[config.mk]
export PLATFORM = sky130hd
export DESIGN_NAME = bis_top
export DESIGN_NICKNAME = d
export VERILOG_FILES = /design/src/bis_pkg.sv /design/src/bis_top.sv /design/src/bis_flag.sv
export VERILOG_INCLUDE_DIRS = /design/src /design/src/src
export SDC_FILE = /design/constraint.sdc
export NUM_CORES = 1
export LEC_CHECK = 0
export BUFFER_PORTS_ARGS = -buffer_cell sky130_fd_sc_hd__buf_2
export CORE_MARGIN = 2
export CORE_UTILIZATION = 44
export CTS_BUF_LIST = sky130_fd_sc_hd__clkbuf_4
export DETAILED_ROUTE_END_ITERATION = 12
export GPL_ROUTABILITY_DRIVEN = 1
export HOLD_SLACK_MARGIN = 0.03
export PLACE_DENSITY = 0.9
export SYNTH_ARGS = -nofsm -noshare
export SYNTH_HDL_FRONTEND = slang
export SYNTH_SLANG_ARGS = --single-unit
[constraint.sdc]
create_clock -name core_clk_in -period 1.2 [get_ports core_clk_in]
set_input_delay 0.12 -clock core_clk_in [delete_from_list [all_inputs] [get_ports core_clk_in]]
set_output_delay 0.12 -clock core_clk_in [all_outputs]
set_load 0.02 [all_outputs]
[src/bis_consts.svh]
// offsets, field positions, reset values and timing counts of the boost irq and sense block
`ifndef BIS_CONSTS_SVH
`define BIS_CONSTS_SVH

// register offsets (byte addresses on the plain register port)
`define BIS_OFS_CHG_IRQ 8'h05
`define BIS_OFS_BST_IRQ 8'h06
`define BIS_OFS_SNS 8'h07
`define BIS_OFS_CTRL 8'h08
`define BIS_OFS_LIVE 8'h09

// charger irq register fields
`define BIS_CHG_WDT_BIT 3
`define BIS_CHG_USB_BIT 2
`define BIS_CHG_TMR_BIT 1
`define BIS_CHG_SUM_BIT 0

// boost irq register fields
`define BIS_BST_HEAVY_BIT 3
`define BIS_BST_CAP_BIT 2
`define BIS_BST_OV_BIT 1
`define BIS_BST_BAT_BIT 0

// input sense register fields
`define BIS_SNS_LOCKOUT_BIT 7
`define BIS_SNS_ABOVE_BIT 5
`define BIS_SNS_BELOW_BIT 4
`define BIS_SNS_PRESENT_BIT 3
`define BIS_SNS_HEADROOM_BIT 2
`define BIS_SNS_OTG_UV_BIT 1

// control register fields, both self clearing
`define BIS_CTRL_SOFT_RST_BIT 0
`define BIS_CTRL_TRIM_RST_BIT 1

// reset and idle values
`define BIS_FLAG_RESET 1'b0
`define BIS_BYTE_ZERO 8'h00
`define BIS_NIB_ZERO 4'h0

// cycles from read strobe to read data
`define BIS_READ_LATENCY 1

`endif

[src/bis_pkg.sv]
// types shared by the boost irq and sense block
package bis_pkg;

	// how a latched flag reacts to a read of its register
	typedef enum logic {
		BIS_RC_PLAIN = 1'b0,
		BIS_RC_COND = 1'b1
	} bis_clr_mode_t;

	// register selected by an address
	typedef enum logic [2:0] {
		BIS_SEL_NONE = 3'h0,
		BIS_SEL_CHG = 3'h1,
		BIS_SEL_BST = 3'h3,
		BIS_SEL_SNS = 3'h2,
		BIS_SEL_CTRL = 3'h6,
		BIS_SEL_LIVE = 3'h7
	} bis_sel_t;

	typedef logic [7:0] bis_byte_t;

endpackage

[src/bis_top.sv]
// boost interrupt flags, charger timeout flags and live input sense register
//
// The plain strobed port was left to the implementer.
`timescale 1ns/1ps
`default_nettype none
`include "bis_consts.svh"

// Overview of operation
// - heavy vbus overload latches boost bit 3
// - heavy overload conditional clear, startup/off/reset/charge clear
// - boost capacitor overload latches boost bit 2
// - capacitor overload clears on any boost register read made once its cause is gone
// - vbus overvoltage latches bit 1, conditional clear
// - battery out of range latches bit 0
// - boost bits 7..4 reserved, read zero
// - sense register at 07 mirrors live comparators
// - sense bit 7 input lockout, bit 6 zero
// - sense bit 5 input above usb range
// - sense bit 4 input below usb range
// - sense bit 3 input present
// - sense bit 2 charger headroom present
// - sense bit 1 otg vbus undervoltage
// - charger register bit 0 summarises pending flags
// - charger timeout flags at bits 3,2,1
module bis_top
	import bis_pkg::*;
(
	input wire logic core_clk_in,
	input wire logic rst_n_in,
	// register port
	input wire logic [7:0] reg_addr_in,
	input wire logic [7:0] reg_wdata_in,
	input wire logic reg_wr_in,
	input wire logic reg_rd_in,
	output logic [7:0] reg_rdata_out,
	// boost side conditions, levels
	input wire logic vbus_heavy_overload_in,
	input wire logic boost_cap_overload_in,
	input wire logic vbus_overvoltage_in,
	input wire logic battery_range_fault_in,
	// charger timer events, one-cycle pulses
	input wire logic watchdog_expired_in,
	input wire logic usb_timer_expired_in,
	input wire logic charge_timer_expired_in,
	// live comparator outputs
	input wire logic input_lockout_live_in,
	input wire logic input_above_usb_range_in,
	input wire logic input_below_usb_range_in,
	input wire logic input_present_live_in,
	input wire logic input_headroom_live_in,
	input wire logic otg_undervoltage_live_in,
	// device states and mode changes that clear flags
	input wire logic off_state_in,
	input wire logic boost_startup_in,
	input wire logic charge_mode_entry_in,
	input wire logic host_supply_mode_entry_in,
	// self-clearing resets issued through the control register
	output logic soft_reset_out,
	output logic trim_reload_reset_out
);

	// decode shared by the read and the write paths
	function automatic bis_sel_t bis_decode(input logic [7:0] addr);
		bis_sel_t sel;
		sel = BIS_SEL_NONE;
		unique case (addr)
			`BIS_OFS_CHG_IRQ: sel = BIS_SEL_CHG;
			`BIS_OFS_BST_IRQ: sel = BIS_SEL_BST;
			`BIS_OFS_SNS: sel = BIS_SEL_SNS;
			`BIS_OFS_CTRL: sel = BIS_SEL_CTRL;
			`BIS_OFS_LIVE: sel = BIS_SEL_LIVE;
			default: sel = BIS_SEL_NONE;
		endcase
		return sel;
	endfunction

	bis_sel_t rd_sel;
	bis_sel_t wr_sel;
	logic rd_chg;
	logic rd_bst;

	// strobes qualified by the decoded register
	assign rd_sel = reg_rd_in ? bis_decode(reg_addr_in) : BIS_SEL_NONE;
	assign wr_sel = reg_wr_in ? bis_decode(reg_addr_in) : BIS_SEL_NONE;
	assign rd_chg = (rd_sel == BIS_SEL_CHG);
	assign rd_bst = (rd_sel == BIS_SEL_BST);

	// control register: self-clearing reset pulses
	logic soft_rst_r;
	logic soft_rst_nxt;
	logic trim_rst_r;
	logic trim_rst_nxt;

	// a write with the bit set gives one pulse in the following cycle
	always_comb begin
		soft_rst_nxt = 1'b0;
		trim_rst_nxt = 1'b0;
		if (wr_sel == BIS_SEL_CTRL) begin
			soft_rst_nxt = reg_wdata_in[`BIS_CTRL_SOFT_RST_BIT];
			trim_rst_nxt = reg_wdata_in[`BIS_CTRL_TRIM_RST_BIT];
		end
	end

	// pulse registers
	always_ff @(posedge core_clk_in or negedge rst_n_in) begin
		if (!rst_n_in) begin
			soft_rst_r <= 1'b0;
			trim_rst_r <= 1'b0;
		end else begin
			soft_rst_r <= soft_rst_nxt;
			trim_rst_r <= trim_rst_nxt;
		end
	end

	assign soft_reset_out = soft_rst_r;
	assign trim_reload_reset_out = trim_rst_r;

	// clear sources; power-on reset is the async reset of each flag
	logic clr_heavy;
	logic clr_boost;
	logic clr_chg;

	assign clr_heavy = off_state_in || boost_startup_in || soft_rst_r || charge_mode_entry_in;
	assign clr_boost = off_state_in || soft_rst_r || charge_mode_entry_in;
	// charger timeouts are also cleared by trim reload and host supply entry
	assign clr_chg = off_state_in || soft_rst_r || trim_rst_r || host_supply_mode_entry_in;

	// boost flag wiring, indexed by bit position
	logic [3:0] bst_set;
	logic [3:0] bst_clr;
	logic [3:0] bst_flag;

	assign bst_set[`BIS_BST_HEAVY_BIT] = vbus_heavy_overload_in;
	assign bst_set[`BIS_BST_CAP_BIT] = boost_cap_overload_in;
	assign bst_set[`BIS_BST_OV_BIT] = vbus_overvoltage_in;
	assign bst_set[`BIS_BST_BAT_BIT] = battery_range_fault_in;

	assign bst_clr[`BIS_BST_HEAVY_BIT] = clr_heavy;
	assign bst_clr[`BIS_BST_CAP_BIT] = clr_boost;
	assign bst_clr[`BIS_BST_OV_BIT] = clr_boost;
	assign bst_clr[`BIS_BST_BAT_BIT] = clr_boost;

	// only the capacitor overload is plain read-clear; its read-clear loses to a cause still high
	genvar gb;
	generate
		for (gb = 0; gb < 4; gb++) begin : g_bst
			bis_flag #(
				.CLR_MODE((gb == `BIS_BST_CAP_BIT) ? BIS_RC_PLAIN : BIS_RC_COND)
			) u_flag (
				.core_clk_in(core_clk_in),
				.rst_n_in(rst_n_in),
				.set_in(bst_set[gb]),
				.cond_in(bst_set[gb]),
				.rd_clr_in(rd_bst),
				.src_clr_in(bst_clr[gb]),
				.flag_out(bst_flag[gb])
			);
		end
	endgenerate

	// charger timeout flags, bits 3..1; bit 0 position is the summary
	logic [3:1] chg_set;
	logic [3:1] chg_flag;

	assign chg_set[`BIS_CHG_WDT_BIT] = watchdog_expired_in;
	assign chg_set[`BIS_CHG_USB_BIT] = usb_timer_expired_in;
	assign chg_set[`BIS_CHG_TMR_BIT] = charge_timer_expired_in;

	// timeout pulses leave no standing cause, so plain read-clear
	genvar gc;
	generate
		for (gc = 1; gc < 4; gc++) begin : g_chg
			bis_flag #(
				.CLR_MODE(BIS_RC_PLAIN)
			) u_flag (
				.core_clk_in(core_clk_in),
				.rst_n_in(rst_n_in),
				.set_in(chg_set[gc]),
				.cond_in(1'b0),
				.rd_clr_in(rd_chg),
				.src_clr_in(clr_chg),
				.flag_out(chg_flag[gc])
			);
		end
	endgenerate

	// register images as the host sees them
	bis_byte_t chg_img;
	bis_byte_t bst_img;
	bis_byte_t sns_img;
	bis_byte_t live_img;

	always_comb begin
		chg_img = `BIS_BYTE_ZERO;
		chg_img[3:1] = chg_flag;
		chg_img[`BIS_CHG_SUM_BIT] = |chg_flag;
	end

	always_comb begin
		bst_img = {`BIS_NIB_ZERO, bst_flag};
	end

	// live comparators, no storage so no reset touches them
	always_comb begin
		sns_img = `BIS_BYTE_ZERO;
		sns_img[`BIS_SNS_LOCKOUT_BIT] = input_lockout_live_in;
		sns_img[`BIS_SNS_ABOVE_BIT] = input_above_usb_range_in;
		sns_img[`BIS_SNS_BELOW_BIT] = input_below_usb_range_in;
		sns_img[`BIS_SNS_PRESENT_BIT] = input_present_live_in;
		sns_img[`BIS_SNS_HEADROOM_BIT] = input_headroom_live_in;
		sns_img[`BIS_SNS_OTG_UV_BIT] = otg_undervoltage_live_in;
	end

	// raw boost causes, handy when a conditional flag refuses to clear
	always_comb begin
		live_img = {`BIS_NIB_ZERO, bst_set};
	end

	// read data: sampled at the read edge, before that edge's clear lands
	bis_byte_t rdata_r;
	bis_byte_t rdata_nxt;

	// every read answers, unmapped and control read zero
	always_comb begin
		rdata_nxt = `BIS_BYTE_ZERO;
		unique case (rd_sel)
			BIS_SEL_CHG: rdata_nxt = chg_img;
			BIS_SEL_BST: rdata_nxt = bst_img;
			BIS_SEL_SNS: rdata_nxt = sns_img;
			BIS_SEL_LIVE: rdata_nxt = live_img;
			BIS_SEL_CTRL: rdata_nxt = `BIS_BYTE_ZERO;
			BIS_SEL_NONE: rdata_nxt = `BIS_BYTE_ZERO;
		endcase
	end

	// data stand for exactly the cycle after the read strobe
	always_ff @(posedge core_clk_in or negedge rst_n_in) begin
		if (!rst_n_in) begin
			rdata_r <= `BIS_BYTE_ZERO;
		end else begin
			rdata_r <= rdata_nxt;
		end
	end

	assign reg_rdata_out = rdata_r;

endmodule
`default_nettype wire

[src/bis_flag.sv]
// one latched interrupt flag with read-clear and clear-source handling
`timescale 1ns/1ps
`default_nettype none
`include "bis_consts.svh"

module bis_flag
	import bis_pkg::*;
#(
	parameter bis_clr_mode_t CLR_MODE = BIS_RC_PLAIN
) (
	input wire logic core_clk_in,
	input wire logic rst_n_in,
	input wire logic set_in,
	input wire logic cond_in,
	input wire logic rd_clr_in,
	input wire logic src_clr_in,
	output logic flag_out
);

	logic flag_r;
	logic flag_nxt;
	logic rd_kill;

	// conditional mode keeps the flag while its cause is still present
	assign rd_kill = rd_clr_in && ((CLR_MODE == BIS_RC_PLAIN) || !cond_in);

	// clears first, set last so a same-cycle event is never lost
	always_comb begin
		flag_nxt = flag_r;
		if (src_clr_in) begin
			flag_nxt = 1'b0;
		end
		if (rd_kill) begin
			flag_nxt = 1'b0;
		end
		if (set_in) begin
			flag_nxt = 1'b1;
		end
	end

	// flag storage
	always_ff @(posedge core_clk_in or negedge rst_n_in) begin
		if (!rst_n_in) begin
			flag_r <= `BIS_FLAG_RESET;
		end else begin
			flag_r <= flag_nxt;
		end
	end

	assign flag_out = flag_r;

endmodule
`default_nettype wire

Yosys cells after proc, flatten, opt, wreduce, memory -nomap -nowiden
Cells that the tools add are included.

cells by class
  muxes and demuxes = 21
  eq/ne operators = 11
  reductions and logical operators = 23

operator list
  kind                                                 number
  one-hot mux 8 bit (5 select lines)                   1
  equality test 8 x 3 -> 1 bit, second input constant  3
  nonzero test 3 bit                                   7
  two-way mux 1 bit                                    17
  equality test 8 x 4 -> 1 bit, second input constant  2
  one-hot mux 3 bit (5 select lines)                   1
  equality test 3 bit, second input constant           3
  logical OR 1 bit                                     7
  equality test 3 x 2 -> 1 bit, second input constant  2
  two-way mux 3 bit                                    2
  equality test 3 x 1 -> 1 bit, second input constant  1
  logical AND 1 bit                                    3
  zero test 1 bit                                      3
  zero test 3 bit                                      1
  OR reduction 3 bit                                   1
  OR reduction 2 bit                                   1

storage, ports and cells
  flip-flop bits (word level) = 17
  output and inout port bits = 10
  logic and storage cells = 65
  bits of input ports = 37

Depth between registers and ports, before layout
  depth in word-level cells = 7
  gate-level depth with buffers = 5

Cells and area by module
From an unflattened synthesis, not the netlist that was laid out.

second synthesis, totals
  cell total of the unflattened synthesis = 79
  area, all modules = 837.1 sq um

modules (own cells, without submodules)
  module                           cells each  area an instance (sq um)  instances
  bis_top                          55          550.5                     1
  bis_flag at g_bst[2].u_flag ...  3           38.8                      4
  bis_flag at g_bst[0].u_flag ...  4           43.8                      3

Least setup slack after synthesis
OpenSTA, ideal clock, no wires.

  path kind = input port to flip-flop
  start point = in reg_addr_in[5]
  end point = reg g_bst[3].u_flag.flag_r
  required time = 1080 ps
  path buffers = 0
  cell stages on the path = 4
  arrival = 977 ps
  slack = 104 ps
  cells stage by stage = nor4_4 -> and4b_4 -> a2111oi_4 -> a31o_1

on the way
  cells in the longest elaborated chain, start to end = 7
  elaborated cells on any way between the ends = 12
  those cells by class = 6 x eq/ne; 4 x mux; 2 x reduce/logical

RTL lines
  element                                                                              line            RTL
  from (decl)                                                                          bis_top.sv:31   input wire logic [7:0] reg_addr_in,
  equality test 8 x 4 -> 1 bit / equality test 8 x 3 -> 1 bit (equally long branches)  bis_top.sv:66   unique case (addr)
  one-hot mux 3 bit (5 select lines) *                                                 bis_top.sv:66
  two-way mux 3 bit *                                                                  bis_top.sv:83   assign rd_sel = reg_rd_in ? bis_decode(reg_addr_in) : BIS_SEL_NONE;
  equality test 3 x 2 -> 1 bit *                                                       bis_top.sv:86   assign rd_bst = (rd_sel == BIS_SEL_BST);
  logical AND 1 bit *                                                                  bis_flag.sv:25  assign rd_kill = rd_clr_in && ((CLR_MODE == BIS_RC_PLAIN) || !cond_in);
  two-way mux 1 bit                                                                    bis_flag.sv:33  if (rd_kill) begin
  two-way mux 1 bit                                                                    bis_flag.sv:36  if (set_in) begin
  to (signal assigned)                                                                 bis_flag.sv:44  flag_r <= `BIS_FLAG_RESET;
  to (signal assigned)                                                                 bis_flag.sv:46  flag_r <= flag_nxt;
  to (decl)                                                                            bis_flag.sv:20  logic flag_r;

Mark *: on every way between the ends. The rest lies on a longest branch, timed or not.
A chain may end at the register's enable or synchronous reset.

Final worst setup path
  start point = reg soft_rst_r (netlist: soft_reset_out)
  end point = reg g_chg[2].u_flag.flag_r

on the way
  cells in the longest elaborated chain, start to end = 4

RTL lines
  element                        line            RTL
  from (decl)                    bis_top.sv:89   logic soft_rst_r;
  from (signal assigned)         bis_top.sv:110  soft_rst_r <= soft_rst_nxt;
  logical OR 1 bit (3 in a row)  bis_top.sv:126  assign clr_chg = off_state_in || soft_rst_r || trim_rst_r || host_supply_mode_entry_in;
  nonzero test 3 bit (no line)   n/a
  to (signal assigned)           bis_flag.sv:44
  to (signal assigned)           bis_flag.sv:46
  to (decl)                      bis_flag.sv:20

Every way passes these cells.

==> flow_metrics.py <==
metrics = {
    "place": {
        "dp_cells": 125,
        "portBuffers": 39,
        "gp_congestion": 0.754,
        "place_hpwl_um": 1420,
        "post-place-ws_ns": -0.0935,
    },
    "grt": {
        "gr-total-overflow": 0,
        "grt_start_max_net_pins": 17,
        "antenna_found_initial": 0,
        "grtUsageTotal_pct": 19.7,
        "grt_pass1_wl_um": 2930,
        "grt_pass1_vias": 727,
    },
    "layout": {
        "layout_common_cells": "buf_2, dfrtp_1, dlygate4sd3_1",
        "nFillCells": 136,
        "num_antenna_cells": 0,
        "layout_commonest_cell": "buf_2",
        "drive_gt1_share_pct": 46.7,
        "final_cells": 137,
        "nets": 158,
        "area_growth_pct": 45.1,
    },
    "detailed_routing": {
        "first_pass_iters": 4,
        "wl_per_cell_um": 13.7,
        "ant_nets": 0,
        "routed_via_density": 5.23,
        "drc": 0,
        "wl_um": 1870,
        "vias": 716,
        "drtIter0Drc": 16,
    },
    "yosys": {
        "synthAdderAreaFrac_pct": 0,
        "ys_warn_count": 0,
        "synth_cell_types": 27,
        "synthCells": 65,
        "ys_ff_latch": 16,
        "synth_area_per_cell_um2": 12.0,
        "synthSimpleGateAreaFrac_pct": 26.6,
        "synth_nets": 102,
        "synth.mux.area_fraction_pct": 0,
        "synthesis.area_um2": 782,
        "ys.flop_type": "dfrtp_1",
        "synth_top_family_by_area": "simple AND/OR/NAND/NOR gates",
        "synth_xor_area_share_pct": 0,
        "synth_edf_count": 0,
        "async_reset_ff_share_pct": 100,
        "yosysSeqAreaShare_pct": 51.2,
        "synth_compound_area_share_pct": 19.4,
    },
    "worst_setup_path": {
        "rr_worst_depth": 3,
        "cp_num_cells": 3,
        "crit_slowest_cell": "dfrtp_1",
        "path_max_fanout": 3,
        "cpPeakStageDelay_ns": 0.43,
        "crit_required_ns": 1.43,
        "path_class": "reg2reg",
        "cp-start-kind": "flop",
        "crit_buf_inv": 0,
        "end_kind": "flop",
        "crit_arrival_ns": 1.37,
        "cp_top_family": "flip-flops",
        "worstPathCellList": "nor4_1 -> o21a_1 -> a21o_1",
    },
    "die": {
        "fp.dieW_um": 46.2,
        "start_util_pct": 46.3,
        "core_area_mm2": 0.00169,
        "die_h_um": 46.2,
        "dieArea_mm2": 0.00213,
        "ioPinCount": 47,
        "std_cell_rows": 15,
    },
    "clocking": {
        "numCtsBuffers": 3,
        "cts_setup_buffers": 0,
        "cts_root_buf": "clkbuf_4",
        "cts_tree": "built",
        "clkTransAtPathRegs_ns": 0.09,
        "h-tree-depth": 1,
        "clock_path_buffers": 2,
        "insertion_delay_ns": 0.29,
        "clock_sinks": 16,
    },
    "sta": {
        "period_share_pct": 94.8,
        "fmax_mhz": 879,
        "layout_setup_ws_ns": 0.0629,
        "finalCriticalPeriod_ns": 1.14,
        "drv_slew": 0,
        "rsz0062_at_grt": "false",
        "skew_ns": 0.00231,
        "hold_ws_ns": 0.0344,
        "hold_violations": 0,
        "finalSetupViolCount": 0,
    },
    "worst_hold_path": {
        "worstHoldPathCells": 2,
        "hp-class": "in2reg",
    },
    "power": {
        "clockPowerShare_pct": 28.1,
        "power_switching_mw": 0.261,
        "p_leak_nw": 0.592,
        "p_int_mw": 0.777,
        "pwr-share-seq_pct": 54.6,
        "combPwrFrac_pct": 17.3,
        "switching_share_pct": 25.2,
        "powerDensity_mw_per_mm2": 914,
        "vdd_ir_drop_max_uv": 682,
    },
    "outcome": {
        "run_status": "complete, no violations",
    },
    "job": {
        "cap_violations": 0,
    },
}
==> per-layer routing <==
| metal | global-route usage [%] | up-vias | part of all wire (%) |
|---|---|---|---|
| li1 | - | 354 | - |
| met1 | 22.9 | 331 | 42 |
| met2 | 34.2 | 29 | 52 |
| met3 | 3.14 | 2 | 4.9 |
| met4 | 10.3 | 0 | 1.2 |
| met5 | 0 | - | 0 |
==> per-stage QoR <==
step / TNS [ns] / cell area (µm²) / util (%) / power, mW
3_3_place_gp: -0.124 / 1030 / 60.9 / 0.728
3_5_place_dp: -0.461 / 1030 / 60.9 / 0.736
5_1_grt: 0 / 1130 / 67.2 / 1.08
4_1_cts: 0 / 1130 / 67.2 / 1.04
2_1_floorplan: 0 / 782 / - / 0.645
6_report: 0 / 1130 / 67.2 / 1.04
==> worst paths after layout <==
| kind | startpoint | endpoint | slack (ns) |
|---|---|---|---|
| worst max-delay path | soft_reset_out | g_chg[2].u_flag.flag_out | 0.06 |
| worst min-delay path | reg_wdata_in[0] | soft_reset_out | 0.03 |
| worst max register to register | soft_reset_out | g_chg[2].u_flag.flag_out | 0.06 |
| worst min register to register | g_bst[0].u_flag.flag_out | g_bst[0].u_flag.flag_out | 0.50 |
| max in group asynchronous | rst_n_in | g_bst[2].u_flag.flag_out | 0.67 |
| min in group asynchronous | rst_n_in | reg_rdata_out[1] | 0.27 |
==> Yosys cell counts (all sizes together), types with 2 or more instances <==
library cell	instances	area [µm²]
nor4	3	33.8
nor2b	2	20.0
and4	3	30.0
a2bb2oi	3	26.3
nand2b	5	31.3
o21a	2	15.0
and2	2	12.5
a22oi	3	22.5
buf	2	15.0
nor2	3	11.3
a21o	6	46.3
and4b	2	23.8
dfrtp	16	400
nor3	4	20.0
==> flip-flops by register name, indices dropped and copies added (netlist names) <==
signal and cells:
reg_rdata_out 7, trim_reload_reset_out 1, g_chg.u_flag.flag_out 3, g_bst.u_flag.flag_out 4, soft_reset_out 1
==> logic make-up after synthesis <==
| kind of cell | after synthesis |
|---|---|
| flip-flops | 16 |
| buffers and inverters | 3 |
| AND/OR/NAND/NOR | 28 |
| other | 1 |
| AO/OA/AOI/OAI | 17 |
==> power groups by stage <==
stage / Combinational [mW] / Sequential [mW] / Clock [mW]
after floorplan: 0.0712 / 0.574 / 0
after global placement: 0.153 / 0.576 / 0
after detailed placement: 0.158 / 0.577 / 0
after CTS: 0.178 / 0.567 / 0.299
after global routing: 0.197 / 0.569 / 0.317
final: 0.179 / 0.567 / 0.292
==> final cells by class <==
type / count / area, µm² / area share [%]
Clock buffer: 3 / 22.5 / 1.98
Clock inverter: 1 / 3.75 / 0.331
Inverter: 1 / 3.75 / 0.331
Multi-Input combinational cell: 46 / 363 / 32.0
Sequential cell: 16 / 400 / 35.3
Tap cell: 17 / 21.3 / 1.87
Timing Repair Buffer: 53 / 320 / 28.2
==> timing repair <==
item                      4_1_cts  5_1_grt
hold endpoints to repair       23        0
hold buffers                    8        0
gates resized for setup         0        0
(Power assumes the default switching activity.)
